File: config.mk
export PLATFORM = sky130hd
export DESIGN_NAME = hw_config
export DESIGN_NICKNAME = d
export VERILOG_FILES = /design/src/verilog/phy_clk_monitor.v /design/src/verilog/hw_config.v
export VERILOG_INCLUDE_DIRS = /design/src /design/src/verilog
export SDC_FILE = /design/constraint.sdc
export NUM_CORES = 1
export LEC_CHECK = 0
export ABC_CLOCK_PERIOD_IN_PS = 2009
export BUFFER_PORTS_ARGS = -buffer_cell sky130_fd_sc_hd__buf_4
export CORE_UTILIZATION = 25
export CTS_CLUSTER_DIAMETER = 120
export DETAILED_ROUTE_END_ITERATION = 12
export GPL_TIMING_DRIVEN = 0
export PLACE_DENSITY_LB_ADDON = 0.08
export SLEW_MARGIN = 0
export SYNTH_ARGS = -nofsm -noshare
export SYNTH_HDL_FRONTEND = slang
export SYNTH_SLANG_ARGS = --single-unit
File: constraint.sdc
create_clock -name pclk -period 2.01 [get_ports pclk]
set_input_delay 0.1005 -clock pclk [delete_from_list [all_inputs] [get_ports pclk]]
set_output_delay 0.1005 -clock pclk [all_outputs]
set_load 0.01 [all_outputs]
File: src/verilog/hardware_configuration_regs.vh
// register map, field positions, reset values and timing counts of the hardware configuration block
`ifndef HARDWARE_CONFIGURATION_REGS_VH
`define HARDWARE_CONFIGURATION_REGS_VH

// ==========================================================
// register byte offsets
`define HWCFG_OFFSET 12'h074
`define INT_STS_OFFSET 12'h080
`define INT_EN_OFFSET 12'h084
`define INT_CLR_OFFSET 12'h088

// ==========================================================
// hardware_configuration fields
`define HWCFG_SOFT_RESET_REQUEST_BIT 0
`define HWCFG_TIMEOUT_BIT 1
`define HWCFG_EXT_EN_BIT 2
`define HWCFG_DETECT_BIT 3
`define HWCFG_MGMT_SEL_BIT 4
`define HWCFG_CLKSEL_LSB 5
`define HWCFG_CLKSEL_MSB 6
`define HWCFG_CLKSEL_RESET 2'h0
`define HWCFG_EXT_EN_RESET 1'h0
`define HWCFG_MGMT_SEL_RESET 1'h0

// mii clock source codes
`define CLKSEL_INTERNAL_A 2'h0
`define CLKSEL_EXTERNAL 2'h1
`define CLKSEL_DISABLED 2'h2
`define CLKSEL_INTERNAL_B 2'h3

// ==========================================================
// interrupt status, enable and clear layout
`define INT_WIDTH 4
`define INT_SOFT_RESET_REQUEST_DONE_BIT 0
`define INT_SOFT_RESET_REQUEST_TIMEOUT_BIT 1
`define INT_TX_ERROR_BIT 2
`define INT_RX_ERROR_BIT 3
`define INT_EN_RESET 4'h0

// ==========================================================
// timing
`define CLK_PERIOD_PS 32'h00000FA0
// 10 us soft reset timeout
`define SOFT_RESET_REQUEST_TIMEOUT_NS 32'h00002710
`define SOFT_RESET_REQUEST_TIMEOUT_CYCLES ((`SOFT_RESET_REQUEST_TIMEOUT_NS * 32'h000003E8) / `CLK_PERIOD_PS)
// 200 ns without an edge means the phy clock is stopped
`define PHY_CLK_IDLE_NS 32'h000000C8
`define PHY_CLK_IDLE_CYCLES ((`PHY_CLK_IDLE_NS * 32'h000003E8) / `CLK_PERIOD_PS)
`define SOFT_RESET_REQUEST_PULSE_CYCLES 4'h4

`endif

File: src/verilog/phy_clk_monitor.v
// activity monitor that tells whether a slow phy clock is toggling
`timescale 1ns/1ps
`default_nettype none
`include "hardware_configuration_regs.vh"

module phy_clk_monitor
(
    // system side
    input wire pclk,
    input wire presetn,
    // monitored clock, sampled as data
    input wire sample_clk,
    // result
    output reg running
);

    localparam [31:0] IDLE_FULL = `PHY_CLK_IDLE_CYCLES;
    localparam [7:0] IDLE_LIMIT = IDLE_FULL[7:0];

    reg sync_a;
    reg sync_b;
    reg sync_c;
    reg [7:0] idle_count;

    // ==========================================================
    // two-stage synchroniser, then edge detect on the later stages
    always @(posedge pclk or negedge presetn)
    begin
        if (!presetn)
        begin
            sync_a <= 1'h0;
            sync_b <= 1'h0;
            sync_c <= 1'h0;
            idle_count <= 8'h00;
            running <= 1'h0;
        end
        else
        begin
            sync_a <= sample_clk;
            sync_b <= sync_a;
            sync_c <= sync_b;
            if (sync_b != sync_c)
            begin
                idle_count <= 8'h00;
                running <= 1'h1;
            end
            else if (idle_count == IDLE_LIMIT)
            begin
                running <= 1'h0;
            end
            else
            begin
                idle_count <= idle_count + 8'h01;
            end
        end
    end

endmodule
`default_nettype wire

File: src/verilog/hw_config.v
// hardware configuration register: phy port selection, strap detect and soft reset
//
// Chosen here: the register offsets and the APB interface to the registers.
`timescale 1ns/1ps
`default_nettype none
`include "hardware_configuration_regs.vh"

// How it works
// - clock select 00/11 internal, 01 external, 10 off
// - clock select touches only rx/tx clocks
// - mgmt select routes all transactions
// - selected external: internal mdio/mdc driven low
// - selected internal: external mdio released, mdc low
// - mgmt select independent of port enable
// - strap latched from external mdio at reset
// - strap value only readable, drives nothing
// - port enable picks external port or internal phy
// - port enable leaves mgmt and clocks alone
// - stopped phy clocks: reset fails, flag set
// - soft reset resets mac and system registers
// - soft reset clears errors, bit self-clears
// - writes ignored until first read
// - clock select at bits 6:5, resets 00
module hw_config
(
    // apb slave
    input wire pclk,
    input wire presetn,
    input wire psel,
    input wire penable,
    input wire pwrite,
    input wire [11:0] paddr,
    input wire [31:0] pwdata,
    input wire [3:0] pstrb,
    output wire pready,
    output reg [31:0] prdata,
    output wire pslverr,
    // events and power state
    input wire tx_error_event,
    input wire rx_error_event,
    input wire wake_event,
    // internal phy clocks, sampled for activity only
    input wire int_rx_clk,
    input wire int_tx_clk,
    // mac management master
    input wire mgmt_mdc,
    input wire mgmt_mdio_o,
    input wire mgmt_mdio_oe,
    output wire mgmt_mdio_i,
    // internal phy management lines
    output wire int_mdc,
    output wire int_mdio_o,
    output wire int_mdio_oe,
    input wire int_mdio_i,
    // external phy management pins
    output wire ext_mdc,
    output wire ext_mdio_o,
    output wire ext_mdio_oe,
    input wire ext_mdio_i,
    // mii clock routing and port enables
    output reg clk_route_internal,
    output reg clk_route_external,
    output reg clk_route_disabled,
    output reg external_mii_port_enable,
    output reg internal_phy_enable,
    // soft reset outputs and error flags
    output reg mac_csr_reset,
    output reg system_command_status_reset,
    output reg transmit_error_flag,
    output reg receive_error_flag,
    // interrupt
    output wire irq
);

    localparam [2:0] SEL_NONE = 3'h0;
    localparam [2:0] SEL_HWCFG = 3'h1;
    localparam [2:0] SEL_STS = 3'h2;
    localparam [2:0] SEL_EN = 3'h3;
    localparam [2:0] SEL_CLR = 3'h4;

    localparam [1:0] S_IDLE = 2'h0;
    localparam [1:0] S_WAIT_CLK = 2'h1;
    localparam [1:0] S_PULSE = 2'h2;

    localparam [31:0] TIMEOUT_FULL = `SOFT_RESET_REQUEST_TIMEOUT_CYCLES;
    localparam [11:0] TIMEOUT_LIMIT = TIMEOUT_FULL[11:0];

    // ==========================================================
    // helpers
    function [2:0] reg_select;
        input [11:0] addr;
        begin
            if (addr == `HWCFG_OFFSET)
                reg_select = SEL_HWCFG;
            else if (addr == `INT_STS_OFFSET)
                reg_select = SEL_STS;
            else if (addr == `INT_EN_OFFSET)
                reg_select = SEL_EN;
            else if (addr == `INT_CLR_OFFSET)
                reg_select = SEL_CLR;
            else
                reg_select = SEL_NONE;
        end
    endfunction

    reg [1:0] mii_clock_source_select;
    reg mgmt_port_target_select;
    reg external_phy_strap_detect;
    reg soft_reset_timeout_flag;
    reg soft_reset_request;
    reg read_seen;
    reg [1:0] soft_reset_request_state;
    reg [11:0] timeout_count;
    reg [3:0] pulse_count;
    reg soft_reset_request_done_event;
    reg soft_reset_request_timeout_event;
    reg [`INT_WIDTH-1:0] int_status;
    reg [`INT_WIDTH-1:0] int_enable;
    reg [`INT_WIDTH-1:0] next_int_status;
    reg ext_mdio_sync_a;
    reg ext_mdio_sync_b;
    reg [1:0] strap_wait;
    reg strap_taken;
    reg [31:0] next_prdata;
    wire rx_clk_running;
    wire tx_clk_running;
    wire [2:0] setup_sel;
    wire [2:0] access_sel;
    wire access;
    wire wr_en;
    wire rd_done;
    wire soft_reset_request_write;
    wire [`INT_WIDTH-1:0] clr_mask;
    wire [`INT_WIDTH-1:0] set_mask;

    // ==========================================================
    // apb decode
    assign setup_sel = reg_select(paddr);
    assign access_sel = reg_select(paddr);
    assign access = psel & penable;
    assign pready = 1'h1;
    assign pslverr = access & ((access_sel == SEL_NONE) |
                     (pwrite & (access_sel == SEL_STS)) |
                     (~pwrite & (access_sel == SEL_CLR)));
    assign wr_en = access & pwrite & read_seen & pstrb[0];
    assign rd_done = access & ~pwrite;
    assign soft_reset_request_write = wr_en & (access_sel == SEL_HWCFG) & pwdata[`HWCFG_SOFT_RESET_REQUEST_BIT];
    assign clr_mask = (wr_en & (access_sel == SEL_CLR)) ? pwdata[`INT_WIDTH-1:0] : 4'h0;

    // read data is built in the setup phase so it stands through the access phase
    always @*
    begin
        next_prdata = 32'h00000000;
        if (setup_sel == SEL_HWCFG)
        begin
            next_prdata[`HWCFG_CLKSEL_MSB:`HWCFG_CLKSEL_LSB] = mii_clock_source_select;
            next_prdata[`HWCFG_MGMT_SEL_BIT] = mgmt_port_target_select;
            next_prdata[`HWCFG_DETECT_BIT] = external_phy_strap_detect;
            next_prdata[`HWCFG_EXT_EN_BIT] = external_mii_port_enable;
            next_prdata[`HWCFG_TIMEOUT_BIT] = soft_reset_timeout_flag;
            next_prdata[`HWCFG_SOFT_RESET_REQUEST_BIT] = soft_reset_request;
        end
        else if (setup_sel == SEL_STS)
        begin
            next_prdata[`INT_WIDTH-1:0] = int_status;
        end
        else if (setup_sel == SEL_EN)
        begin
            next_prdata[`INT_WIDTH-1:0] = int_enable;
        end
    end

    always @(posedge pclk or negedge presetn)
    begin
        if (!presetn)
            prdata <= 32'h00000000;
        else if (psel & ~penable)
            prdata <= next_prdata;
    end

    // ==========================================================
    // first read after reset, soft reset or wake unlocks writes
    always @(posedge pclk or negedge presetn)
    begin
        if (!presetn)
            read_seen <= 1'h0;
        // relock on soft reset or wake
        else if (wake_event | (soft_reset_request_state == S_PULSE))
            read_seen <= 1'h0;
        else if (rd_done)
            read_seen <= 1'h1;
    end

    // ==========================================================
    // configuration fields
    always @(posedge pclk or negedge presetn)
    begin
        if (!presetn)
        begin
            mii_clock_source_select <= `HWCFG_CLKSEL_RESET;
            mgmt_port_target_select <= `HWCFG_MGMT_SEL_RESET;
            external_mii_port_enable <= `HWCFG_EXT_EN_RESET;
            int_enable <= `INT_EN_RESET;
        end
        else if (wr_en)
        begin
            if (access_sel == SEL_HWCFG)
            begin
                mii_clock_source_select <= pwdata[`HWCFG_CLKSEL_MSB:`HWCFG_CLKSEL_LSB];
                mgmt_port_target_select <= pwdata[`HWCFG_MGMT_SEL_BIT];
                external_mii_port_enable <= pwdata[`HWCFG_EXT_EN_BIT];
            end
            else if (access_sel == SEL_EN)
            begin
                int_enable <= pwdata[`INT_WIDTH-1:0];
            end
        end
    end

    // ==========================================================
    // mii clock routing and port enable
    always @(posedge pclk or negedge presetn)
    begin
        if (!presetn)
        begin
            clk_route_internal <= 1'h1;
            clk_route_external <= 1'h0;
            clk_route_disabled <= 1'h0;
            internal_phy_enable <= 1'h1;
        end
        else
        begin
            // only rx/tx clock routing follows the select
            clk_route_internal <= (mii_clock_source_select == `CLKSEL_INTERNAL_A) |
                                  (mii_clock_source_select == `CLKSEL_INTERNAL_B);
            clk_route_external <= (mii_clock_source_select == `CLKSEL_EXTERNAL);
            clk_route_disabled <= (mii_clock_source_select == `CLKSEL_DISABLED);
            // internal phy on when external port off
            internal_phy_enable <= ~external_mii_port_enable;
        end
    end

    // ==========================================================
    // management serial port steering
    // route by target select
    assign mgmt_mdio_i = mgmt_port_target_select ? ext_mdio_sync_b : int_mdio_i;
    // internal lines held low when external is chosen
    assign int_mdc = mgmt_port_target_select ? 1'h0 : mgmt_mdc;
    assign int_mdio_o = mgmt_port_target_select ? 1'h0 : mgmt_mdio_o;
    assign int_mdio_oe = mgmt_port_target_select ? 1'h1 : mgmt_mdio_oe;
    // external mdio released and mdc low when internal is chosen
    assign ext_mdc = mgmt_port_target_select ? mgmt_mdc : 1'h0;
    assign ext_mdio_o = mgmt_port_target_select ? mgmt_mdio_o : 1'h0;
    assign ext_mdio_oe = mgmt_port_target_select ? mgmt_mdio_oe : 1'h0;

    // ==========================================================
    // strap capture: the pin passes the synchroniser before it is latched
    always @(posedge pclk or negedge presetn)
    begin
        if (!presetn)
        begin
            ext_mdio_sync_a <= 1'h0;
            ext_mdio_sync_b <= 1'h0;
            strap_wait <= 2'h0;
            strap_taken <= 1'h0;
            external_phy_strap_detect <= 1'h0;
        end
        else
        begin
            ext_mdio_sync_a <= ext_mdio_i;
            ext_mdio_sync_b <= ext_mdio_sync_a;
            if (strap_wait != 2'h2)
            begin
                strap_wait <= strap_wait + 2'h1;
            end
            else if (!strap_taken)
            begin
                // latch strap once after hard reset
                external_phy_strap_detect <= ext_mdio_sync_b;
                strap_taken <= 1'h1;
            end
        end
    end

    // ==========================================================
    // soft reset sequencer
    phy_clk_monitor rx_monitor
    (
        .pclk(pclk),
        .presetn(presetn),
        .sample_clk(int_rx_clk),
        .running(rx_clk_running)
    );

    phy_clk_monitor tx_monitor
    (
        .pclk(pclk),
        .presetn(presetn),
        .sample_clk(int_tx_clk),
        .running(tx_clk_running)
    );

    always @(posedge pclk or negedge presetn)
    begin
        if (!presetn)
        begin
            soft_reset_request_state <= S_IDLE;
            soft_reset_request <= 1'h0;
            soft_reset_timeout_flag <= 1'h0;
            timeout_count <= 12'h000;
            pulse_count <= 4'h0;
            mac_csr_reset <= 1'h0;
            system_command_status_reset <= 1'h0;
            soft_reset_request_done_event <= 1'h0;
            soft_reset_request_timeout_event <= 1'h0;
        end
        else
        begin
            soft_reset_request_done_event <= 1'h0;
            soft_reset_request_timeout_event <= 1'h0;
            case (soft_reset_request_state)
                S_IDLE:
                begin
                    if (soft_reset_request_write)
                    begin
                        soft_reset_request <= 1'h1;
                        timeout_count <= 12'h000;
                        soft_reset_request_state <= S_WAIT_CLK;
                    end
                end
                S_WAIT_CLK:
                begin
                    // phy clocks must be running before the reset proceeds
                    if (rx_clk_running & tx_clk_running)
                    begin
                        pulse_count <= 4'h0;
                        mac_csr_reset <= 1'h1;
                        system_command_status_reset <= 1'h1;
                        soft_reset_request_state <= S_PULSE;
                    end
                    else if (timeout_count == TIMEOUT_LIMIT)
                    begin
                        soft_reset_timeout_flag <= 1'h1;
                        soft_reset_request <= 1'h0;
                        soft_reset_request_timeout_event <= 1'h1;
                        soft_reset_request_state <= S_IDLE;
                    end
                    else
                    begin
                        timeout_count <= timeout_count + 12'h001;
                    end
                end
                S_PULSE:
                begin
                    // reset outputs held for a fixed pulse
                    if (pulse_count == `SOFT_RESET_REQUEST_PULSE_CYCLES - 4'h1)
                    begin
                        mac_csr_reset <= 1'h0;
                        system_command_status_reset <= 1'h0;
                        soft_reset_request <= 1'h0;
                        soft_reset_timeout_flag <= 1'h0;
                        soft_reset_request_done_event <= 1'h1;
                        soft_reset_request_state <= S_IDLE;
                    end
                    else
                    begin
                        pulse_count <= pulse_count + 4'h1;
                    end
                end
                default:
                begin
                    soft_reset_request_state <= S_IDLE;
                end
            endcase
        end
    end

    // ==========================================================
    // latched transmit and receive errors
    always @(posedge pclk or negedge presetn)
    begin
        if (!presetn)
        begin
            transmit_error_flag <= 1'h0;
            receive_error_flag <= 1'h0;
        end
        else if (soft_reset_request_state == S_PULSE)
        begin
            transmit_error_flag <= 1'h0;
            receive_error_flag <= 1'h0;
        end
        else
        begin
            transmit_error_flag <= transmit_error_flag | tx_error_event;
            receive_error_flag <= receive_error_flag | rx_error_event;
        end
    end

    // ==========================================================
    // interrupt status: set wins over a clear in the same cycle
    assign set_mask = {rx_error_event, tx_error_event, soft_reset_request_timeout_event, soft_reset_request_done_event};

    always @*
    begin
        next_int_status = (int_status & ~clr_mask) | set_mask;
    end

    always @(posedge pclk or negedge presetn)
    begin
        if (!presetn)
            int_status <= 4'h0;
        else
            int_status <= next_int_status;
    end

    assign irq = |(int_status & int_enable);

endmodule
`default_nettype wire

# Yosys cells after proc, flatten, opt, wreduce, memory -nomap -nowiden

Index checks and enable logic that the tools add are counted.

Register bits after elaboration: 79
Output and inout port bits: 51
Logic and storage cells: 174

$add $sub $neg: 5
Eq/ne operators: 30
Mux-type cells: 55
Bitwise gates (word level): 29
Reductions and logical operators: 19

Operators by type and width:

| cell                    | number |
|---|---|
| $eq A12 B8 Y1 const B   | 3 |
| $mux W12                | 3 |
| $mux W8                 | 4 |
| $mux W1                 | 27 |
| $mux W4                 | 6 |
| $pmux W12 S2            | 1 |
| $add A8 B1 Y8 const B   | 2 |
| $eq A8 B6 Y1 const B    | 2 |
| $ne A2 B2 Y1 const B    | 8 |
| $mux W3                 | 5 |
| $and A1 B1 Y1           | 13 |
| $add A12 B1 Y12 const B | 1 |
| $eq A12 B12 Y1 const B  | 1 |
| $eq A12 B7 Y1 const B   | 1 |
| $reduce_and A3 Y1       | 4 |
| $reduce_bool A2 Y1      | 5 |
| $and A4 B4 Y4           | 2 |
| $mux W2                 | 4 |
| $pmux W4 S2             | 1 |
| $reduce_and A4 Y1       | 2 |
| $eq A2 B2 Y1 const B    | 3 |
| $eq A3 B2 Y1 const B    | 2 |
| $not A1 Y1              | 6 |
| $or A1 B1 Y1            | 6 |
| other kinds (20)        | 26 |

# Longest topological paths before layout

Depth in word-level cells: 11
Depth in mapped cells: 8
Mapped depth without buffers: 7

# Cells and area by module

Synthesis repeated with hierarchy kept, for this count alone.

Cell total of the unflattened synthesis: 418
Area total of the unflattened synthesis: 4169.0 µm²

Modules (own cells, without submodules):

| module          | instances | cells each | area an instance (µm²) | seq. area each (µm²) |
|---|---|---|---|---|
| hw_config       | 1         | 320        | 3080.5                 | 1378.8 |
| phy_clk_monitor | 2         | 49         | 544.3                  | 300.3 |

# Worst setup path after synthesis

Ideal clock, no wire load.

Kind: register -> register
Start: register pulse_count[0]
End: register soft_reset_request_state[0]
Setup time: 0.125 ns
Data arrival time: 1.704 ns
Required time: 1.885 ns
Slack: 0.182 ns
Stages on the path, launching flop included: 7
Buffers on the path: 0
Clock period less this slack: 1.828 ns
Cells stage by stage: dfrtp_1 ha_1 or3b_2 nand2_1 inv_1 a211oi_1 mux2_2

Word-level cells in the longest chain between the ends: 3

RTL lines:

| element                            | RTL line        | RTL |
|---|---|---|
| start, declared                    | hw_config.v:114 | `reg [3:0] pulse_count;` |
| start signal, assigned             | hw_config.v:367 | `pulse_count <= pulse_count + 4'h1;` |
| $eq A4 B2 Y1                       | hw_config.v:356 | `` if (pulse_count == `SOFT_RESET_REQUEST_PULSE_CYCLES - 4'h1) `` |
| $ne A2 B2 Y1 (no source line)      | n/a             |  |
| $reduce_and A3 Y1 (no source line) | n/a             |  |
| end signal, assigned               | hw_config.v:346 | `soft_reset_request_state <= S_IDLE;` |
| end signal, assigned               | hw_config.v:363 | `soft_reset_request_state <= S_IDLE;` |
| end signal, assigned               | hw_config.v:372 | `soft_reset_request_state <= S_IDLE;` |
| end, declared                      | hw_config.v:112 | `reg [1:0] soft_reset_request_state;` |

No other way between the ends.
A chain may end at the register's enable or synchronous reset.

# Worst setup path after layout

Start: register timeout_count[0]
End: register timeout_count[10]

Word-level cells in the longest chain between the ends: 4
Elaborated cells between the ends (all ways): 7
Those cells by class: add/sub (1); eq/ne (2); mux (3); reduce/logical (1)

RTL lines:

| element                | RTL line        | RTL |
|---|---|---|
| start, declared        | hw_config.v:113 | `reg [11:0] timeout_count;` |
| start signal, assigned | hw_config.v:350 | `timeout_count <= timeout_count + 12'h001;` |
| $add A12 B1 Y12        | hw_config.v:350 |  |
| $mux W12               | hw_config.v:341 | `else if (timeout_count == TIMEOUT_LIMIT)` |
| $mux W12               | hw_config.v:334 | `if (rx_clk_running & tx_clk_running)` |
| $pmux W12 S2           | hw_config.v:321 | `case (soft_reset_request_state)` |

Parallel ways exist; a longest one is shown, timed or not. The select of a mux whose other input is x is not followed.

==> flow_summary.json <==
{
  "fin_total_pwr_uw": 5270,
  "routedWlPerCell_um": 13.0,
  "dr_total_vias": 3194,
  "comb_power_share_pct": 27.3,
  "grt_pass1_vias": 3082,
  "syn_area_um2": 4090,
  "p_int_uw": 3550,
  "start_util_pct": 25.6,
  "layout_setup_ws_ps": 133,
  "final.setup_skew_ps": 9.76,
  "clk_pin_slew_worst_paths_ps": 60,
  "synth.most_common_cell": "dfrtp_1",
  "slowest_stage": "dfrtp_1",
  "die_h_um": 130,
  "port_buffers": 59,
  "postSynthCellCount": 413,
  "fmax_mhz": 533,
  "clock_tree.buffer_depth": 2,
  "synth_top_area_share_pct": 47.1,
  "cts_made_buffers": 9,
  "hold_violations": 0,
  "worstPathArrival_ps": 2100,
  "switching_share_pct": 32.5,
  "placed_cells": 712,
  "yosys_warnings": 0,
  "yosysSeqAreaShare_pct": 48.4,
  "report.final.slew_viol_count": 0,
  "final_util_pct": 34.2,
  "pin_count": 114,
  "yosys-top-cells-area": "dfrtp_1 (47%), buf_4 (5.0%), ha_1 (4.3%)",
  "clkLatencyLatePin_ps": 350,
  "critPathLaunch": "timeout_count[0]$_DFFE_PN0P_",
  "synthDistinctLibCells": 58,
  "wirelength_um": 9710,
  "antenna_found_initial": 0,
  "ctsHtreeMaxLevel": 3,
  "grt_pass1_wl_um": 15600,
  "relSlewSlack_pct": 30.8,
  "end_kind": "register",
  "worstSetupPathType": "reg -> reg",
  "drive_gt1_share_pct": 26.6,
  "async_flop_share_pct": 100,
  "row_count": 46,
  "drt-initial-drc-count": 124,
  "first_pass_iters": 6,
  "worst_path_largest_cell_delay_ps": 410,
  "final_nets": 602,
  "grtUsageTotal_pct": 12.2,
  "dieArea_um2": 16900,
  "outcome": "finished, final reports clean",
  "power_frac_clock_pct": 33.8,
  "area_growth_pct": 33.4,
  "setup_viol": 0,
  "gp_congestion": 0.766,
  "post-route-drc-count": 0,
  "setup.worst_path.start_class": "register",
  "core_area_um2": 15900,
  "diodes": 0,
  "ys_ff_latch": 79,
  "synth_common_cells": "dfrtp_1 (77), nand2_1 (46), nor2_1 (35), o21ai_0 (28), buf_4 (27)",
  "via_per_inst": 4.28,
  "final_cells": 746,
  "fin_crit_ps": 1880,
  "worstHoldStart": "pwdata[0]",
  "cp_max_fo": 4,
  "avgSynthCellArea_um2": 9.90,
  "yosysTopAreaCell": "dfrtp_1",
  "hp-class": "in -> reg",
  "p_switching_uw": 1710,
  "root_buffer": "clkbuf_16",
  "maxCapViolations": 0,
  "cts_tree": "done",
  "synth-edff-count": 0,
  "die_w_um": 130,
  "dp_slack_ps": -137,
  "power_density_nw_per_um2": 966,
  "fillCellCount": 1648,
  "ant_nets": 0,
  "fin_crit_sh_pct": 93.4,
  "grt_max_degree": 80,
  "reg2reg_from": "timeout_count[0]$_DFFE_PN0P_",
  "required_ps": 2230,
  "worstMarginPinSlew_ps": 1040,
  "gr-total-overflow": 0,
  "pwr-share-seq_pct": 38.9,
  "irDropWorstVdd_mv": 0.453,
  "synth_ff_type": "dfrtp_1",
  "clkSinkCount": 79,
  "crit_chain": "inv_2 -> ha_4 -> nor4bb_4 -> nand3_2 -> buf_4 -> a22oi_2 -> or2_4 -> mux2_1",
  "p_leak_uw": 0.00246,
  "dpl.hpwl_um": 6700
}
stage by stage:
stage | cell area [um2] | hold slack (ps) | setup TNS (ps)
after floorplan | 4180 | -195 | 0
after global placement | 4890 | 210 | -1210
after detailed placement | 4890 | 211 | -1090
after CTS | 5370 | 17.7 | 0
after global routing | 5450 | 28.1 | -5.67
final | 5450 | 34.9 | 0
sequential cells by signal, indices dropped and copies added (netlist names), 2 cells and up:
register / cells
pulse_count: 4
mii_clock_source_select: 2
strap_wait: 2
soft_reset_request_state: 2
timeout_count: 12
rx_monitor.idle_count: 8
int_status: 4
int_enable: 4
prdata: 7
tx_monitor.idle_count: 8
power groups by stage:
stage	clock, uW	sequential (uW)	combinational, uW
finish	1780	2050	1440
global route	1900	2080	1620
CTS	1850	2030	1360
detailed placement	0	2060	1300
global placement	0	2050	1300
floorplan	0	2010	890
metal layers:
layer / global-route usage (%) / wire [um] / up-vias
li1: - / - / 1613
met1: 15.0 / 4650 / 1490
met2: 20.2 / 4490 / 81
met3: 3.32 / 454 / 10
met5: 0 / 0 / -
met4: 4.79 / 124 / 0
final cells by class:
cell class,instances,area (um2),area share (%)
plain buffers,37,258,4.73
clock buffers,11,233,4.27
clock inverters,5,83.8,1.54
inverters,16,60.1,1.10
multi-input cells,305,1950,35.8
flip-flops and latches,79,1980,36.3
well taps,216,270,4.96
repair buffers,77,614,11.3
placed cells by master, fill, tap and decap left out, types with 9 or more instances in the layout:
cell type	synthesis	routed
dlygate4sd3_1	0	13
mux2_2	9	9
nand3_1	24	23
a21oi_1	9	9
nor2_1	35	33
inv_1	16	15
ha_1	14	12
nand2_1	46	46
o21ai_0	28	28
dfrtp_1	77	77
buf_4	27	91
conb_1	2	26
clkbuf_16	0	9
critical path: cells and delay by family, from the launching register on:
kind,cells,cell delay (ps)
AO/OA/AOI/OAI,1,170
buffers and inverters,2,260
multiplexers,1,310
AND/OR/NAND/NOR,3,500
flip-flops,1,410
adder cells (fa/ha/maj),1,120
kinds of logic after synthesis:
logic type / Yosys count / share of synthesized area [%]
AOI/OAI and AO/OA: 79 / 12.3
xor gates and xnor gates: 12 / 2.57
adders and majority gates: 14 / 4.28
buffers and inverters: 53 / 7.59
DFF: 79 / 48.4
muxes: 13 / 3.49
other: 2 / 0.184
and+or+nand+nor: 161 / 21.2
what timing repair did:
item | CTS | global route
hold endpoints to repair | 71 | 0
buffers inserted | 2 | 3
pin swaps | 1 | 4
hold buffers | 13 | 0
gates resized for setup | 5 | 17
cloned | 0 | 0
setup endpoints to repair | 13 | 16
worst paths after layout:
path / slack [ps] / cells after the start / to
min: 30 / 2 / int_enable[0]$_DFFE_PN0P_
min in group asynchronous: 480 / 2 / prdata[4]$_DFFE_PN0P_
max: 130 / 8 / timeout_count[10]$_DFFE_PN0P_
max in group asynchronous: 860 / 2 / tx_monitor.idle_count[3]$_DFFE_PN0P_
max reg2reg: 130 / 8 / timeout_count[10]$_DFFE_PN0P_
min reg2reg: 350 / 0 / tx_monitor.sync_b$_DFF_PN0_
Note: power is estimated with default switching activity, not from simulation.
